## src/rtl/odma_defs.vh

```
/*
 decoder constants: operation codes, operand classes, byte-sequencer states.
 included by the decoder modules; definitions only.
*/
`ifndef ODMA_DEFS_VH
`define ODMA_DEFS_VH

// operation classes
`define ODMA_OP_NONE        6'h00
`define ODMA_OP_MOVE        6'h01
`define ODMA_OP_MOVE_SEG    6'h02
`define ODMA_OP_MOVE_ACC    6'h03
`define ODMA_OP_PUSH        6'h04
`define ODMA_OP_POP         6'h05
`define ODMA_OP_SWAP        6'h06
`define ODMA_OP_EA_LOAD     6'h07
`define ODMA_OP_FAR_DS      6'h08
`define ODMA_OP_FAR_ES      6'h09
`define ODMA_OP_XLATE       6'h0A
`define ODMA_OP_FLAGS_TO_AH 6'h0B
`define ODMA_OP_AH_TO_FLAGS 6'h0C
`define ODMA_OP_FLAGS_PUSH  6'h0D
`define ODMA_OP_FLAGS_POP   6'h0E
`define ODMA_OP_ADD         6'h0F
`define ODMA_OP_ADC         6'h10
`define ODMA_OP_SUB         6'h11
`define ODMA_OP_SBB         6'h12
`define ODMA_OP_CMP         6'h13
`define ODMA_OP_INC         6'h14
`define ODMA_OP_DEC         6'h15

// operand sources
`define ODMA_SRC_NONE       3'h0
`define ODMA_SRC_MODRM      3'h1
`define ODMA_SRC_REG        3'h2
`define ODMA_SRC_SEG        3'h3
`define ODMA_SRC_IMM        3'h4
`define ODMA_SRC_ADDR       3'h5
`define ODMA_SRC_ACC        3'h6

// field positions in the operand byte
`define ODMA_MOD_HI         7
`define ODMA_MOD_LO         6
`define ODMA_REG_HI         5
`define ODMA_REG_LO         3
`define ODMA_RM_HI          2
`define ODMA_RM_LO          0
`define ODMA_MOD_REGISTER   2'h3

// sequencer states
`define ODMA_ST_OPC         3'h0
`define ODMA_ST_MODRM       3'h1
`define ODMA_ST_DISP        3'h2
`define ODMA_ST_DATA        3'h3
`define ODMA_ST_DONE        3'h4

`endif

```

## src/rtl/odma_decoder.v

```verilog
/*
 byte-serial decoder for data-transfer and basic arithmetic instructions.
 assumes the fetch queue offers one byte per BYTE_VALID_I and holds it
 until BYTE_READY_O; the datapath takes a result on DEC_VALID_O and DEC_READY_I.
*/
`timescale 1ns/1ps
`include "odma_defs.vh"
module odma_decoder (
    input  wire        REF_CLK_I,
    input  wire        RSTN_I,
    input  wire [7:0]  BYTE_I,
    input  wire        BYTE_VALID_I,
    output wire        BYTE_READY_O,
    input  wire        DEC_READY_I,
    output wire        DEC_VALID_O,
    output reg  [5:0]  DEC_OP_O,
    output reg  [7:0]  DEC_OPCODE_O,
    output reg  [7:0]  DEC_MODRM_O,
    output reg         DEC_HAS_MODRM_O,
    output reg         DEC_WORD_O,
    output reg         DEC_REG_DEST_O,
    output reg  [2:0]  DEC_SRC_O,
    output reg         DEC_MEM_ACCESS_O,
    output reg         DEC_FLAGS_ONLY_O,
    output reg  [15:0] DEC_DISP_O,
    output reg  [15:0] DEC_IMM_O,
    output reg  [15:0] DEC_ADDR_O,
    output reg         DEC_INVALID_O
);
    reg  [2:0]  state;
    reg  [2:0]  next_state;
    reg  [1:0]  disp_need;
    reg  [1:0]  disp_cnt;
    reg  [1:0]  data_need;
    reg  [1:0]  data_cnt;
    reg  [1:0]  addr_need;
    reg         imm_mode;

    wire [5:0]  f_op;
    wire        f_modrm;
    wire [1:0]  f_imm;
    wire [1:0]  f_addr;
    wire        f_word;
    wire        f_dest;
    wire [2:0]  f_src;
    wire        f_known;
    wire [5:0]  m_op;
    wire        m_ok;

    odma_first_byte u_first (
        .opc_i         (state == `ODMA_ST_OPC ? BYTE_I : DEC_OPCODE_O),
        .op_o          (f_op),
        .needs_modrm_o (f_modrm),
        .imm_len_o     (f_imm),
        .addr_len_o    (f_addr),
        .word_o        (f_word),
        .reg_dest_o    (f_dest),
        .src_o         (f_src),
        .known_o       (f_known)
    );

    odma_modrm_check u_modrm (
        .opc_i      (DEC_OPCODE_O),
        .modrm_i    (BYTE_I),
        .op_first_i (DEC_OP_O),
        .op_o       (m_op),
        .ok_o       (m_ok)
    );

    wire        in_fetch = (state != `ODMA_ST_DONE);
    wire        take     = BYTE_VALID_I & in_fetch;
    wire [1:0]  md       = BYTE_I[`ODMA_MOD_HI:`ODMA_MOD_LO];
    wire [2:0]  rm       = BYTE_I[`ODMA_RM_HI:`ODMA_RM_LO];
    // displacement length from mode and r/m fields
    wire [1:0]  m_disp   = (md == 2'h1) ? 2'h1 :
                           (md == 2'h2) ? 2'h2 :
                           (md == 2'h0 && rm == 3'h6) ? 2'h2 : 2'h0;
    wire [1:0]  tail     = (f_addr != 2'h0) ? f_addr : f_imm;

    assign BYTE_READY_O = in_fetch;
    assign DEC_VALID_O  = (state == `ODMA_ST_DONE);

    always @* begin
        next_state = state;
        case (state)
            `ODMA_ST_OPC: begin
                if (take) begin
                    if (!f_known)
                        next_state = `ODMA_ST_DONE;
                    else if (f_modrm)
                        next_state = `ODMA_ST_MODRM;
                    else if (tail != 2'h0)
                        next_state = `ODMA_ST_DATA;
                    else
                        next_state = `ODMA_ST_DONE;
                end
            end
            `ODMA_ST_MODRM: begin
                if (take) begin
                    if (!m_ok)
                        next_state = `ODMA_ST_DONE;
                    else if (m_disp != 2'h0)
                        next_state = `ODMA_ST_DISP;
                    else if (data_need != 2'h0)
                        next_state = `ODMA_ST_DATA;
                    else
                        next_state = `ODMA_ST_DONE;
                end
            end
            `ODMA_ST_DISP: begin
                if (take && disp_cnt + 2'h1 == disp_need)
                    next_state = (data_need != 2'h0) ? `ODMA_ST_DATA : `ODMA_ST_DONE;
            end
            `ODMA_ST_DATA: begin
                if (take && data_cnt + 2'h1 == data_need)
                    next_state = `ODMA_ST_DONE;
            end
            `ODMA_ST_DONE: begin
                if (DEC_READY_I)
                    next_state = `ODMA_ST_OPC;
            end
            default: next_state = `ODMA_ST_OPC;
        endcase
    end

    always @(posedge REF_CLK_I or negedge RSTN_I) begin
        if (!RSTN_I) begin
            state            <= `ODMA_ST_OPC;
            disp_need        <= 2'h0;
            disp_cnt         <= 2'h0;
            data_need        <= 2'h0;
            data_cnt         <= 2'h0;
            addr_need        <= 2'h0;
            imm_mode         <= 1'b0;
            DEC_OP_O         <= `ODMA_OP_NONE;
            DEC_OPCODE_O     <= 8'h00;
            DEC_MODRM_O      <= 8'h00;
            DEC_HAS_MODRM_O  <= 1'b0;
            DEC_WORD_O       <= 1'b0;
            DEC_REG_DEST_O   <= 1'b0;
            DEC_SRC_O        <= `ODMA_SRC_NONE;
            DEC_MEM_ACCESS_O <= 1'b0;
            DEC_FLAGS_ONLY_O <= 1'b0;
            DEC_DISP_O       <= 16'h0000;
            DEC_IMM_O        <= 16'h0000;
            DEC_ADDR_O       <= 16'h0000;
            DEC_INVALID_O    <= 1'b0;
        end else begin
            state <= next_state;
            case (state)
                `ODMA_ST_OPC: begin
                    if (take) begin
                        DEC_OPCODE_O     <= BYTE_I;
                        DEC_OP_O         <= f_op;
                        DEC_HAS_MODRM_O  <= f_modrm;
                        DEC_MODRM_O      <= 8'h00;
                        DEC_WORD_O       <= f_word;
                        DEC_REG_DEST_O   <= f_dest;
                        DEC_SRC_O        <= f_src;
                        // address bytes count as memory access
                        DEC_MEM_ACCESS_O <= (f_addr != 2'h0) | (f_op == `ODMA_OP_XLATE);
                        DEC_FLAGS_ONLY_O <= (f_op == `ODMA_OP_CMP);
                        DEC_DISP_O       <= 16'h0000;
                        DEC_IMM_O        <= 16'h0000;
                        DEC_ADDR_O       <= 16'h0000;
                        DEC_INVALID_O    <= ~f_known;
                        data_need        <= f_modrm ? f_imm : tail;
                        addr_need        <= f_addr;
                        imm_mode         <= (f_addr == 2'h0);
                        disp_cnt         <= 2'h0;
                        data_cnt         <= 2'h0;
                    end
                end
                `ODMA_ST_MODRM: begin
                    if (take) begin
                        DEC_MODRM_O      <= BYTE_I;
                        DEC_OP_O         <= m_op;
                        disp_need        <= m_disp;
                        // address load never touches the operand
                        DEC_MEM_ACCESS_O <= (md != `ODMA_MOD_REGISTER) && (DEC_OP_O != `ODMA_OP_EA_LOAD);
                        DEC_FLAGS_ONLY_O <= (m_op == `ODMA_OP_CMP);
                        // bad operand field or mode flagged
                        DEC_INVALID_O    <= ~m_ok;
                    end
                end
                `ODMA_ST_DISP: begin
                    if (take) begin
                        if (disp_cnt == 2'h0)
                            DEC_DISP_O <= {{8{BYTE_I[7]}}, BYTE_I};
                        else
                            DEC_DISP_O <= {BYTE_I, DEC_DISP_O[7:0]};
                        disp_cnt <= disp_cnt + 2'h1;
                    end
                end
                `ODMA_ST_DATA: begin
                    if (take) begin
                        if (!imm_mode) begin
                            if (data_cnt == 2'h0)
                                DEC_ADDR_O <= {8'h00, BYTE_I};
                            else
                                DEC_ADDR_O <= {BYTE_I, DEC_ADDR_O[7:0]};
                        end else if (data_cnt == 2'h0) begin
                            DEC_IMM_O <= (DEC_WORD_O && data_need == 2'h1) ?
                                         {{8{BYTE_I[7]}}, BYTE_I} : {8'h00, BYTE_I};
                        end else begin
                            DEC_IMM_O <= {BYTE_I, DEC_IMM_O[7:0]};
                        end
                        data_cnt <= data_cnt + 2'h1;
                    end
                end
                default: begin
                    disp_cnt <= disp_cnt;
                end
            endcase
        end
    end
endmodule

```

## src/rtl/odma_first_byte.v

```verilog
/*
 combinational classifier of the opcode byte.
 assumes the operand byte is valid whenever needs_modrm is high.
*/
`timescale 1ns/1ps
`include "odma_defs.vh"
module odma_first_byte (
    input  wire [7:0] opc_i,
    output reg  [5:0] op_o,
    output reg        needs_modrm_o,
    output reg  [1:0] imm_len_o,
    output reg  [1:0] addr_len_o,
    output reg        word_o,
    output reg        reg_dest_o,
    output reg  [2:0] src_o,
    output reg        known_o
);
    wire w = opc_i[0];
    wire d = opc_i[1];
    wire [1:0] wimm = w ? 2'h2 : 2'h1;

    always @* begin
        op_o          = `ODMA_OP_NONE;
        needs_modrm_o = 1'b0;
        imm_len_o     = 2'h0;
        addr_len_o    = 2'h0;
        word_o        = w;
        reg_dest_o    = d;
        src_o         = `ODMA_SRC_NONE;
        known_o       = 1'b1;
        casez (opc_i)
            8'b1000_100?: begin op_o = `ODMA_OP_MOVE; needs_modrm_o = 1'b1; reg_dest_o = 1'b0; src_o = `ODMA_SRC_REG; end
            8'b1000_101?: begin op_o = `ODMA_OP_MOVE; needs_modrm_o = 1'b1; reg_dest_o = 1'b1; src_o = `ODMA_SRC_MODRM; end
            8'b1100_011?: begin op_o = `ODMA_OP_MOVE; needs_modrm_o = 1'b1; imm_len_o = wimm; src_o = `ODMA_SRC_IMM; end
            // accumulator and memory, low then high address
            8'b1010_000?: begin op_o = `ODMA_OP_MOVE_ACC; addr_len_o = 2'h2; reg_dest_o = 1'b1; src_o = `ODMA_SRC_ADDR; end
            8'b1010_001?: begin op_o = `ODMA_OP_MOVE_ACC; addr_len_o = 2'h2; reg_dest_o = 1'b0; src_o = `ODMA_SRC_ACC; end
            8'h8E: begin op_o = `ODMA_OP_MOVE_SEG; needs_modrm_o = 1'b1; word_o = 1'b1; reg_dest_o = 1'b1; src_o = `ODMA_SRC_MODRM; end
            8'h8C: begin op_o = `ODMA_OP_MOVE_SEG; needs_modrm_o = 1'b1; word_o = 1'b1; reg_dest_o = 1'b0; src_o = `ODMA_SRC_SEG; end
            8'hFF: begin op_o = `ODMA_OP_PUSH; needs_modrm_o = 1'b1; reg_dest_o = 1'b0; src_o = `ODMA_SRC_MODRM; end
            8'b0101_0???: begin op_o = `ODMA_OP_PUSH; word_o = 1'b1; src_o = `ODMA_SRC_REG; end
            8'b0110_10?0: begin op_o = `ODMA_OP_PUSH; word_o = 1'b1; src_o = `ODMA_SRC_IMM; imm_len_o = opc_i[1] ? 2'h1 : 2'h2; end
            8'b000?_?110: begin op_o = `ODMA_OP_PUSH; word_o = 1'b1; src_o = `ODMA_SRC_SEG; end
            // pop forms; segment code 01 refused
            8'h8F: begin op_o = `ODMA_OP_POP; needs_modrm_o = 1'b1; word_o = 1'b1; src_o = `ODMA_SRC_MODRM; end
            8'b0101_1???: begin op_o = `ODMA_OP_POP; word_o = 1'b1; src_o = `ODMA_SRC_REG; end
            8'b000?_?111: begin op_o = `ODMA_OP_POP; word_o = 1'b1; src_o = `ODMA_SRC_SEG; known_o = (opc_i[4:3] != 2'h1); end
            8'b1000_011?: begin op_o = `ODMA_OP_SWAP; needs_modrm_o = 1'b1; src_o = `ODMA_SRC_MODRM; end
            8'b1001_0???: begin op_o = `ODMA_OP_SWAP; word_o = 1'b1; src_o = `ODMA_SRC_REG; end
            8'h8D: begin op_o = `ODMA_OP_EA_LOAD; needs_modrm_o = 1'b1; word_o = 1'b1; reg_dest_o = 1'b1; end
            8'hC5: begin op_o = `ODMA_OP_FAR_DS; needs_modrm_o = 1'b1; word_o = 1'b1; reg_dest_o = 1'b1; src_o = `ODMA_SRC_MODRM; end
            8'hC4: begin op_o = `ODMA_OP_FAR_ES; needs_modrm_o = 1'b1; word_o = 1'b1; reg_dest_o = 1'b1; src_o = `ODMA_SRC_MODRM; end
            8'hD7: begin op_o = `ODMA_OP_XLATE; word_o = 1'b0; src_o = `ODMA_SRC_ACC; end
            8'h9F: begin op_o = `ODMA_OP_FLAGS_TO_AH; word_o = 1'b0; end
            8'h9E: begin op_o = `ODMA_OP_AH_TO_FLAGS; word_o = 1'b0; end
            8'h9C: begin op_o = `ODMA_OP_FLAGS_PUSH; word_o = 1'b1; end
            8'h9D: begin op_o = `ODMA_OP_FLAGS_POP; word_o = 1'b1; end
            // immediate group, operation from operand field
            8'b1000_00??: begin needs_modrm_o = 1'b1; src_o = `ODMA_SRC_IMM; imm_len_o = (opc_i[1:0] == 2'h1) ? 2'h2 : 2'h1; end
            8'b0000_010?: begin op_o = `ODMA_OP_ADD; imm_len_o = wimm; src_o = `ODMA_SRC_IMM; end
            8'b0001_010?: begin op_o = `ODMA_OP_ADC; imm_len_o = wimm; src_o = `ODMA_SRC_IMM; end
            8'b0010_110?: begin op_o = `ODMA_OP_SUB; imm_len_o = wimm; src_o = `ODMA_SRC_IMM; end
            8'b0001_110?: begin op_o = `ODMA_OP_SBB; imm_len_o = wimm; src_o = `ODMA_SRC_IMM; end
            8'b0011_110?: begin op_o = `ODMA_OP_CMP; imm_len_o = wimm; src_o = `ODMA_SRC_IMM; end
            8'b0001_00??: begin op_o = `ODMA_OP_ADC; needs_modrm_o = 1'b1; src_o = `ODMA_SRC_MODRM; end
            8'b0001_10??: begin op_o = `ODMA_OP_SBB; needs_modrm_o = 1'b1; src_o = `ODMA_SRC_MODRM; end
            8'hFE: begin needs_modrm_o = 1'b1; word_o = 1'b0; reg_dest_o = 1'b0; src_o = `ODMA_SRC_MODRM; end
            8'b0100_0???: begin op_o = `ODMA_OP_INC; word_o = 1'b1; src_o = `ODMA_SRC_REG; end
            8'b0100_1???: begin op_o = `ODMA_OP_DEC; word_o = 1'b1; src_o = `ODMA_SRC_REG; end
            8'b0011_101?: begin op_o = `ODMA_OP_CMP; needs_modrm_o = 1'b1; reg_dest_o = 1'b1; src_o = `ODMA_SRC_MODRM; end
            8'b0011_100?: begin op_o = `ODMA_OP_CMP; needs_modrm_o = 1'b1; reg_dest_o = 1'b0; src_o = `ODMA_SRC_REG; end
            default: known_o = 1'b0;
        endcase
    end
endmodule

```

## src/rtl/odma_modrm_check.v

```verilog
/*
 operand byte check: final operation and validity for opcodes whose
 meaning depends on the operand field or the mode field.
 assumes op_first comes from odma_first_byte for the same opcode.
*/
`timescale 1ns/1ps
`include "odma_defs.vh"
module odma_modrm_check (
    input  wire [7:0] opc_i,
    input  wire [7:0] modrm_i,
    input  wire [5:0] op_first_i,
    output reg  [5:0] op_o,
    output reg        ok_o
);
    wire [2:0] fld = modrm_i[`ODMA_REG_HI:`ODMA_REG_LO];
    wire [1:0] md  = modrm_i[`ODMA_MOD_HI:`ODMA_MOD_LO];

    always @* begin
        op_o = op_first_i;
        ok_o = 1'b1;
        casez (opc_i)
            8'b1100_011?: ok_o = (fld == 3'h0);
            // segment code has a leading 0
            8'h8E, 8'h8C: ok_o = ~fld[2];
            8'h8F: ok_o = (fld == 3'h0);
            8'hC4, 8'hC5: ok_o = (md != `ODMA_MOD_REGISTER);
            8'b1000_00??: begin
                case (fld)
                    3'h0: op_o = `ODMA_OP_ADD;
                    3'h2: op_o = `ODMA_OP_ADC;
                    3'h3: op_o = `ODMA_OP_SBB;
                    3'h5: op_o = `ODMA_OP_SUB;
                    3'h7: op_o = `ODMA_OP_CMP;
                    default: ok_o = 1'b0;
                endcase
            end
            8'hFE, 8'hFF: begin
                case (fld)
                    3'h0: op_o = `ODMA_OP_INC;
                    3'h1: op_o = `ODMA_OP_DEC;
                    3'h6: ok_o = opc_i[0];
                    default: ok_o = 1'b0;
                endcase
            end
            default: ok_o = 1'b1;
        endcase
    end
endmodule

```

## config.mk

```make
export PLATFORM = sky130hd
export DESIGN_NAME = odma_decoder
export DESIGN_NICKNAME = d
export VERILOG_FILES = /design/src/rtl/odma_decoder.v /design/src/rtl/odma_first_byte.v /design/src/rtl/odma_modrm_check.v
export VERILOG_INCLUDE_DIRS = /design/src /design/src/rtl
export SDC_FILE = /design/constraint.sdc
export NUM_CORES = 1
export LEC_CHECK = 0
export BUFFER_PORTS_ARGS = -buffer_cell sky130_fd_sc_hd__buf_2
export CORE_MARGIN = 2
export CORE_UTILIZATION = 40
export DETAILED_ROUTE_END_ITERATION = 10
export GPL_ROUTABILITY_DRIVEN = 0
export GPL_TIMING_DRIVEN = 0
export MAX_ROUTING_LAYER = met4
export SLEW_MARGIN = 20
export SYNTH_ARGS = -nofsm -noshare
export SYNTH_HDL_FRONTEND = slang
export SYNTH_SLANG_ARGS = --single-unit
export TNS_END_PERCENT = 10
```

## constraint.sdc

```tcl
create_clock -name REF_CLK_I -period 3.2 [get_ports REF_CLK_I]
set_input_delay 0.64 -clock REF_CLK_I [delete_from_list [all_inputs] [get_ports REF_CLK_I]]
set_output_delay 0.64 -clock REF_CLK_I [all_outputs]
set_load 0.03 [all_outputs]
```

Yosys cells after proc, flatten, opt, wreduce, memory -nomap -nowiden
Cells that the tools add are included.

Add/sub/neg operators: 2. Equality and inequality tests: 81. Multiplexer cells: 68. Bitwise gates (word level): 5. Reduce and logical (&&, ||, !) cells: 56.

Operators by type and width (number): equality test 8 bit, second input constant (20); two-way mux 16 bit (9); one-hot mux 5 bit (21 select lines) (1); one-hot mux 16 bit (2 select lines) (3); equality test 7 bit, second input constant (7); one-hot mux 6 bit (2 select lines) (3); OR reduction 36 bit (1); two-way mux 3 bit (11); one-hot mux 6 bit (5 select lines) (1); equality test 7 x 5 -> 1 bit, second input constant (4); equality test 6 x 3 -> 1 bit, second input constant (4); two-way mux 2 bit (12); two-way mux 8 bit (3); != test 2 bit, second input constant (12); OR reduction 2 bit (11); equality test 5 x 4 -> 1 bit, second input constant (4); one-hot mux 3 bit (6 select lines) (1); OR reduction 17 bit (1); one-hot mux 8 bit (2 select lines) (1); OR reduction 16 bit (1); equality test 3 bit, second input constant (5); two-way mux 15 bit (1); one-hot mux 3 bit (5 select lines) (1); AND reduction 5 bit (3); 39 further kinds (92).

Bits in registers: 91. Input port bits: 12. Output and inout port bits: 81. Logic and storage cells: 234.

Longest topological paths before layout
Depth after elaboration: 13. Gate-level depth with buffers: 12. Mapped depth without buffers: 9.

By module
From an unflattened synthesis, not the netlist that was laid out.

Cells, all modules: 670. Area total of the unflattened synthesis: 5713.0 sq um.

Modules (own cells, without submodules): odma_decoder (instances 1, cells each 446, area each 4287.9 sq um, sequential area each 2277.2 sq um); odma_first_byte (instances 1, cells each 169, area each 1059.8 sq um, sequential area each 0.0 sq um); odma_modrm_check (instances 1, cells each 55, area each 365.4 sq um, sequential area each 0.0 sq um).

Worst setup path before layout
OpenSTA, ideal clock, no wires.

Path type: input port to flip-flop. Start point: input BYTE_I[6]. End point: register state[0]. Setup time: 0.135 ns. Arrival time: 2.493 ns. Required time: 3.065 ns. Path slack: 0.572 ns. Stages: 8. Path buffers: 1. Cells stage by stage: clkbuf_1 -> or3b_2 -> nor3_1 -> a22o_1 -> or4_1 -> or2_1 -> o41ai_1 -> nand3_1.

Longest elaborated chain between the ends: 12. Elaborated cells between the ends (all ways): 67. Classes of those cells: eq/ne: 40; mux: 18; reduce/logical: 9.

Ends and longest elaborated chain: from (decl) (RTL line odma_decoder.v:11) `input wire [7:0] BYTE_I,`; parallel branches: the longest is 11 deep, another holds two-way mux 8 bit; one-hot mux 3 bit (5 select lines) (*) (RTL line odma_decoder.v:85) `case (state)`; to (signal assigned) (RTL line odma_decoder.v:128) `` state <= `ODMA_ST_OPC; ``; to (signal assigned) (RTL line odma_decoder.v:149) `state <= next_state;`; to (decl) (RTL line odma_decoder.v:30) `reg [2:0] state;`.

Every way passes the cells marked *. The select of a mux whose other input is x is not followed. A chain may end at the register's enable or synchronous reset.

Worst setup path after layout
Start point: register state[0]. End point: register state[1].

Longest elaborated chain between the ends: 13. Elaborated cells between the ends (all ways): 74. Classes of those cells: eq/ne: 49; mux: 14; bitwise: 1; reduce/logical: 10.

Ends and longest elaborated chain: parallel branches: the longest is 13 deep, another holds two-way mux 8 bit.

Parallel ways; which one is timed is not known. The select of a mux whose other input is x is not followed.

==> impl_metrics.json <==
{
  "path_clk_slew_ps": 70,
  "fin_hold_ws_ps": 133,
  "cp.required_ps": 3440,
  "yosysWarningCount": 0,
  "grt_pass1_wl_um": 34500,
  "crit_family": "compound AO/OA/AOI/OAI gates",
  "power_density_mw_per_mm2": 930,
  "setup_viol": 0,
  "critPathMaxStageDelay_ps": 1010,
  "synth_edf_count": 0,
  "clock_latency_ps": 360,
  "drv_cap": 0,
  "design.core.area_sq_mm": 0.0145,
  "antenna_found_initial": 0,
  "sequential_cell_area_sq_mm": 0.00228,
  "dpl_cell_area_sq_mm": 0.00662,
  "max_slew.worst_pin.slew_ps": 1130,
  "cellLeakagePower_nw": 3.07,
  "synth_most_common_cell": "nand2_1",
  "nets": 855,
  "design_area_sq_mm": 0.00693,
  "ys_ff_latch": 91,
  "routedWlPerCell_um": 21.4,
  "grt_overflow": 0,
  "drt_iter0_drc": 1126,
  "synth_top_cell_area_share": 0.386,
  "vias": 6590,
  "cts_hold_buf": 0,
  "period_needed_ps": 3150,
  "clock_path_buffers": 2,
  "status": "complete, no violations",
  "cts_sinks": 91,
  "io_pins": 93,
  "antenna_cells": 0,
  "finalCritPeriodShare": 0.986,
  "max_slew_margin": 0.234,
  "drc": 0,
  "grt_usage": 0.287,
  "crit_buf_inv": 3,
  "synthTopCellsByArea": "dfrtp_1 (39%), nand2_1 (8.1%), o21ai_0 (6.3%)",
  "grt_pass1_vias": 6194,
  "cts-resized-gates": 0,
  "die_h_um": 125,
  "ys_types": 73,
  "area_delta_synth_final_pct": 17.6,
  "first_pass_iters": 8,
  "h-tree-depth": 3,
  "endpoint_kind": "register",
  "crit_slowest_cell": "o41ai_1",
  "synthTopCellsByCount": "nand2_1 (127), dfrtp_1 (91), o21ai_0 (74)",
  "dpl.hpwl_um": 15900,
  "grt_start_max_net_pins": 68,
  "mappedNetlistArea_sq_mm": 0.00589,
  "cts_setup_buffers": 0,
  "cp.arrival_ps": 3390,
  "cts_tree": "done",
  "finalHoldViolCount": 0,
  "die_area_sq_mm": 0.0157,
  "multi_input_area_sq_mm": 0.00332,
  "initial_utilization": 0.407,
  "avgViaCountPerCell": 6.40,
  "fmax_ghz": 0.317,
  "hold_path_class": "input pin to async pin",
  "finish.utilization": 0.479,
  "clockRootBuffer": "clkbuf_16",
  "drive_gt1_frac": 0.163,
  "worst_setup_path_start_kind": "register",
  "antenna_left": 0,
  "rows": 44,
  "yosysTopAreaCell": "dfrtp_1",
  "critPathKind": "register to register",
  "skew_ps": 10.9,
  "crit_path_cell_trace": "buf_2 > or3_4 > buf_6 > buf_6 > o41ai_1 > or2_2 > nor4_4 > a221o_1",
  "yosysSeqAreaShare": 0.386,
  "synth_cells": 739,
  "synthFlopType": "dfrtp_1",
  "drv_slew": 0,
  "async_flop_share": 1.00,
  "fillers": 1489,
  "synth_fp_nets": 753,
  "die_w_um": 125,
  "ir_worst_vdd_mv": 0.591,
  "portBuffers": 90,
  "cp_common_cell": "buf_6",
  "numCtsBuffers": 9,
  "rsz0062_at_grt": "false",
  "path_max_fanout": 10,
  "wirelength_um": 22100,
  "synth.avg_cell_area_sq_um": 7.97
}
[final timing paths]
path / start / endpoint / slack (ps) / cells after the start
hold reg to reg: DEC_ADDR_O[13]$_DFFE_PN0P_ / DEC_ADDR_O[13]$_DFFE_PN0P_ / 480 / 2
hold / removal: RSTN_I / DEC_DISP_O[10]$_DFFE_PN0P_ / 130 / 1
setup reg to reg: state[0]$_DFFE_PN0P_ / state[1]$_DFFE_PN0P_ / 50 / 8
max in group asynchronous: RSTN_I / DEC_MODRM_O[1]$_DFFE_PN0P_ / 2450 / 2
setup / recovery: state[0]$_DFFE_PN0P_ / state[1]$_DFFE_PN0P_ / 50 / 8
min in group REF_CLK_I: DEC_ADDR_O[13]$_DFFE_PN0P_ / DEC_ADDR_O[13]$_DFFE_PN0P_ / 480 / 2
[metrics by stage]
step	TNS [ps]	worst slack [ps]	total power [mW]	std cells
global route	0	42.3	6.80	1030
detailed placement	-518	-195	5.27	1014
floorplan	0	572	4.19	739
finish	0	46.2	6.44	1030
CTS	0	97.0	6.35	1030
global placement	-1150	-296	5.23	1013
[power breakdown]
| group | leakage, nW | internal [mW] | switching (mW) | total, mW |
|---|---|---|---|---|
| Clock | 0.136 | 0.544 | 0.523 | 1.07 |
| Sequential | 1.21 | 1.47 | 0.250 | 1.72 |
| Combinational | 1.72 | 1.10 | 2.56 | 3.65 |
[metal layers]
layer / global-route usage / share of wire / vias up
met5: - / 0 / -
met4: 0.144 / 0.061 / 0
met3: 0.0513 / 0.11 / 132
met2: 0.431 / 0.44 / 487
met1: 0.373 / 0.39 / 3060
li1: - / - / 2911
[kinds of logic after synthesis]
logic type | count (synthesis) | share of synthesized area
flip-flops | 91 | 0.386
multiplexers | 8 | 0.0161
buffers and inverters | 75 | 0.0542
AND/OR/NAND/NOR | 345 | 0.292
adder cells (fa/ha/maj) | 2 | 0.00425
AO/OA/AOI/OAI | 211 | 0.237
XOR/XNOR | 7 | 0.0104
[cells in the final DEF, fill, tap and decap left out, drive strengths merged, types with 5 or more instances in the layout]
cell type,n
a31oi,7
and3,9
o22ai,8
nor3,18
or3,8
o21ai,79
and2,9
nor2,58
or2,5
nor4,9
a21oi,25
nor4b,5
nand3,31
nand2b,9
nor2b,17
mux2i,6
clkbuf,53
inv,17
o31ai,10
buf,108
a22o,22
nand2,127
nor3b,5
a211oi,7
nand4,16
dfrtp,91
[area by class of cell]
type,instances,area share
Inverter,14,0.00758
Clock inverter,7,0.00957
Timing Repair Buffer,91,0.0699
Buffer,61,0.0388
Tap cell,184,0.0332
Clock buffer,9,0.0325
Multi-Input combinational cell,573,0.480
Sequential cell,91,0.329
[worst register-to-register path, cell delays in order (launching register included)]
cell and delay, ps:
dfrtp_1 350, buf_2 170, or3_4 430, buf_6 170, buf_6 140, o41ai_1 1020
or2_2 340, nor4_4 70, a221o_1 350
[flip-flops by register name (all words and copies together), names as in the netlist, 2 cells and up]
name / cells
DEC_ADDR_O: 16
DEC_DISP_O: 16
DEC_IMM_O: 16
DEC_MODRM_O: 8
DEC_OPCODE_O: 8
DEC_OP_O: 6
DEC_SRC_O: 3
state: 3
data_cnt: 2
data_need: 2
disp_cnt: 2
disp_need: 2
No activity file was read; power rests on OpenSTA's default activity.
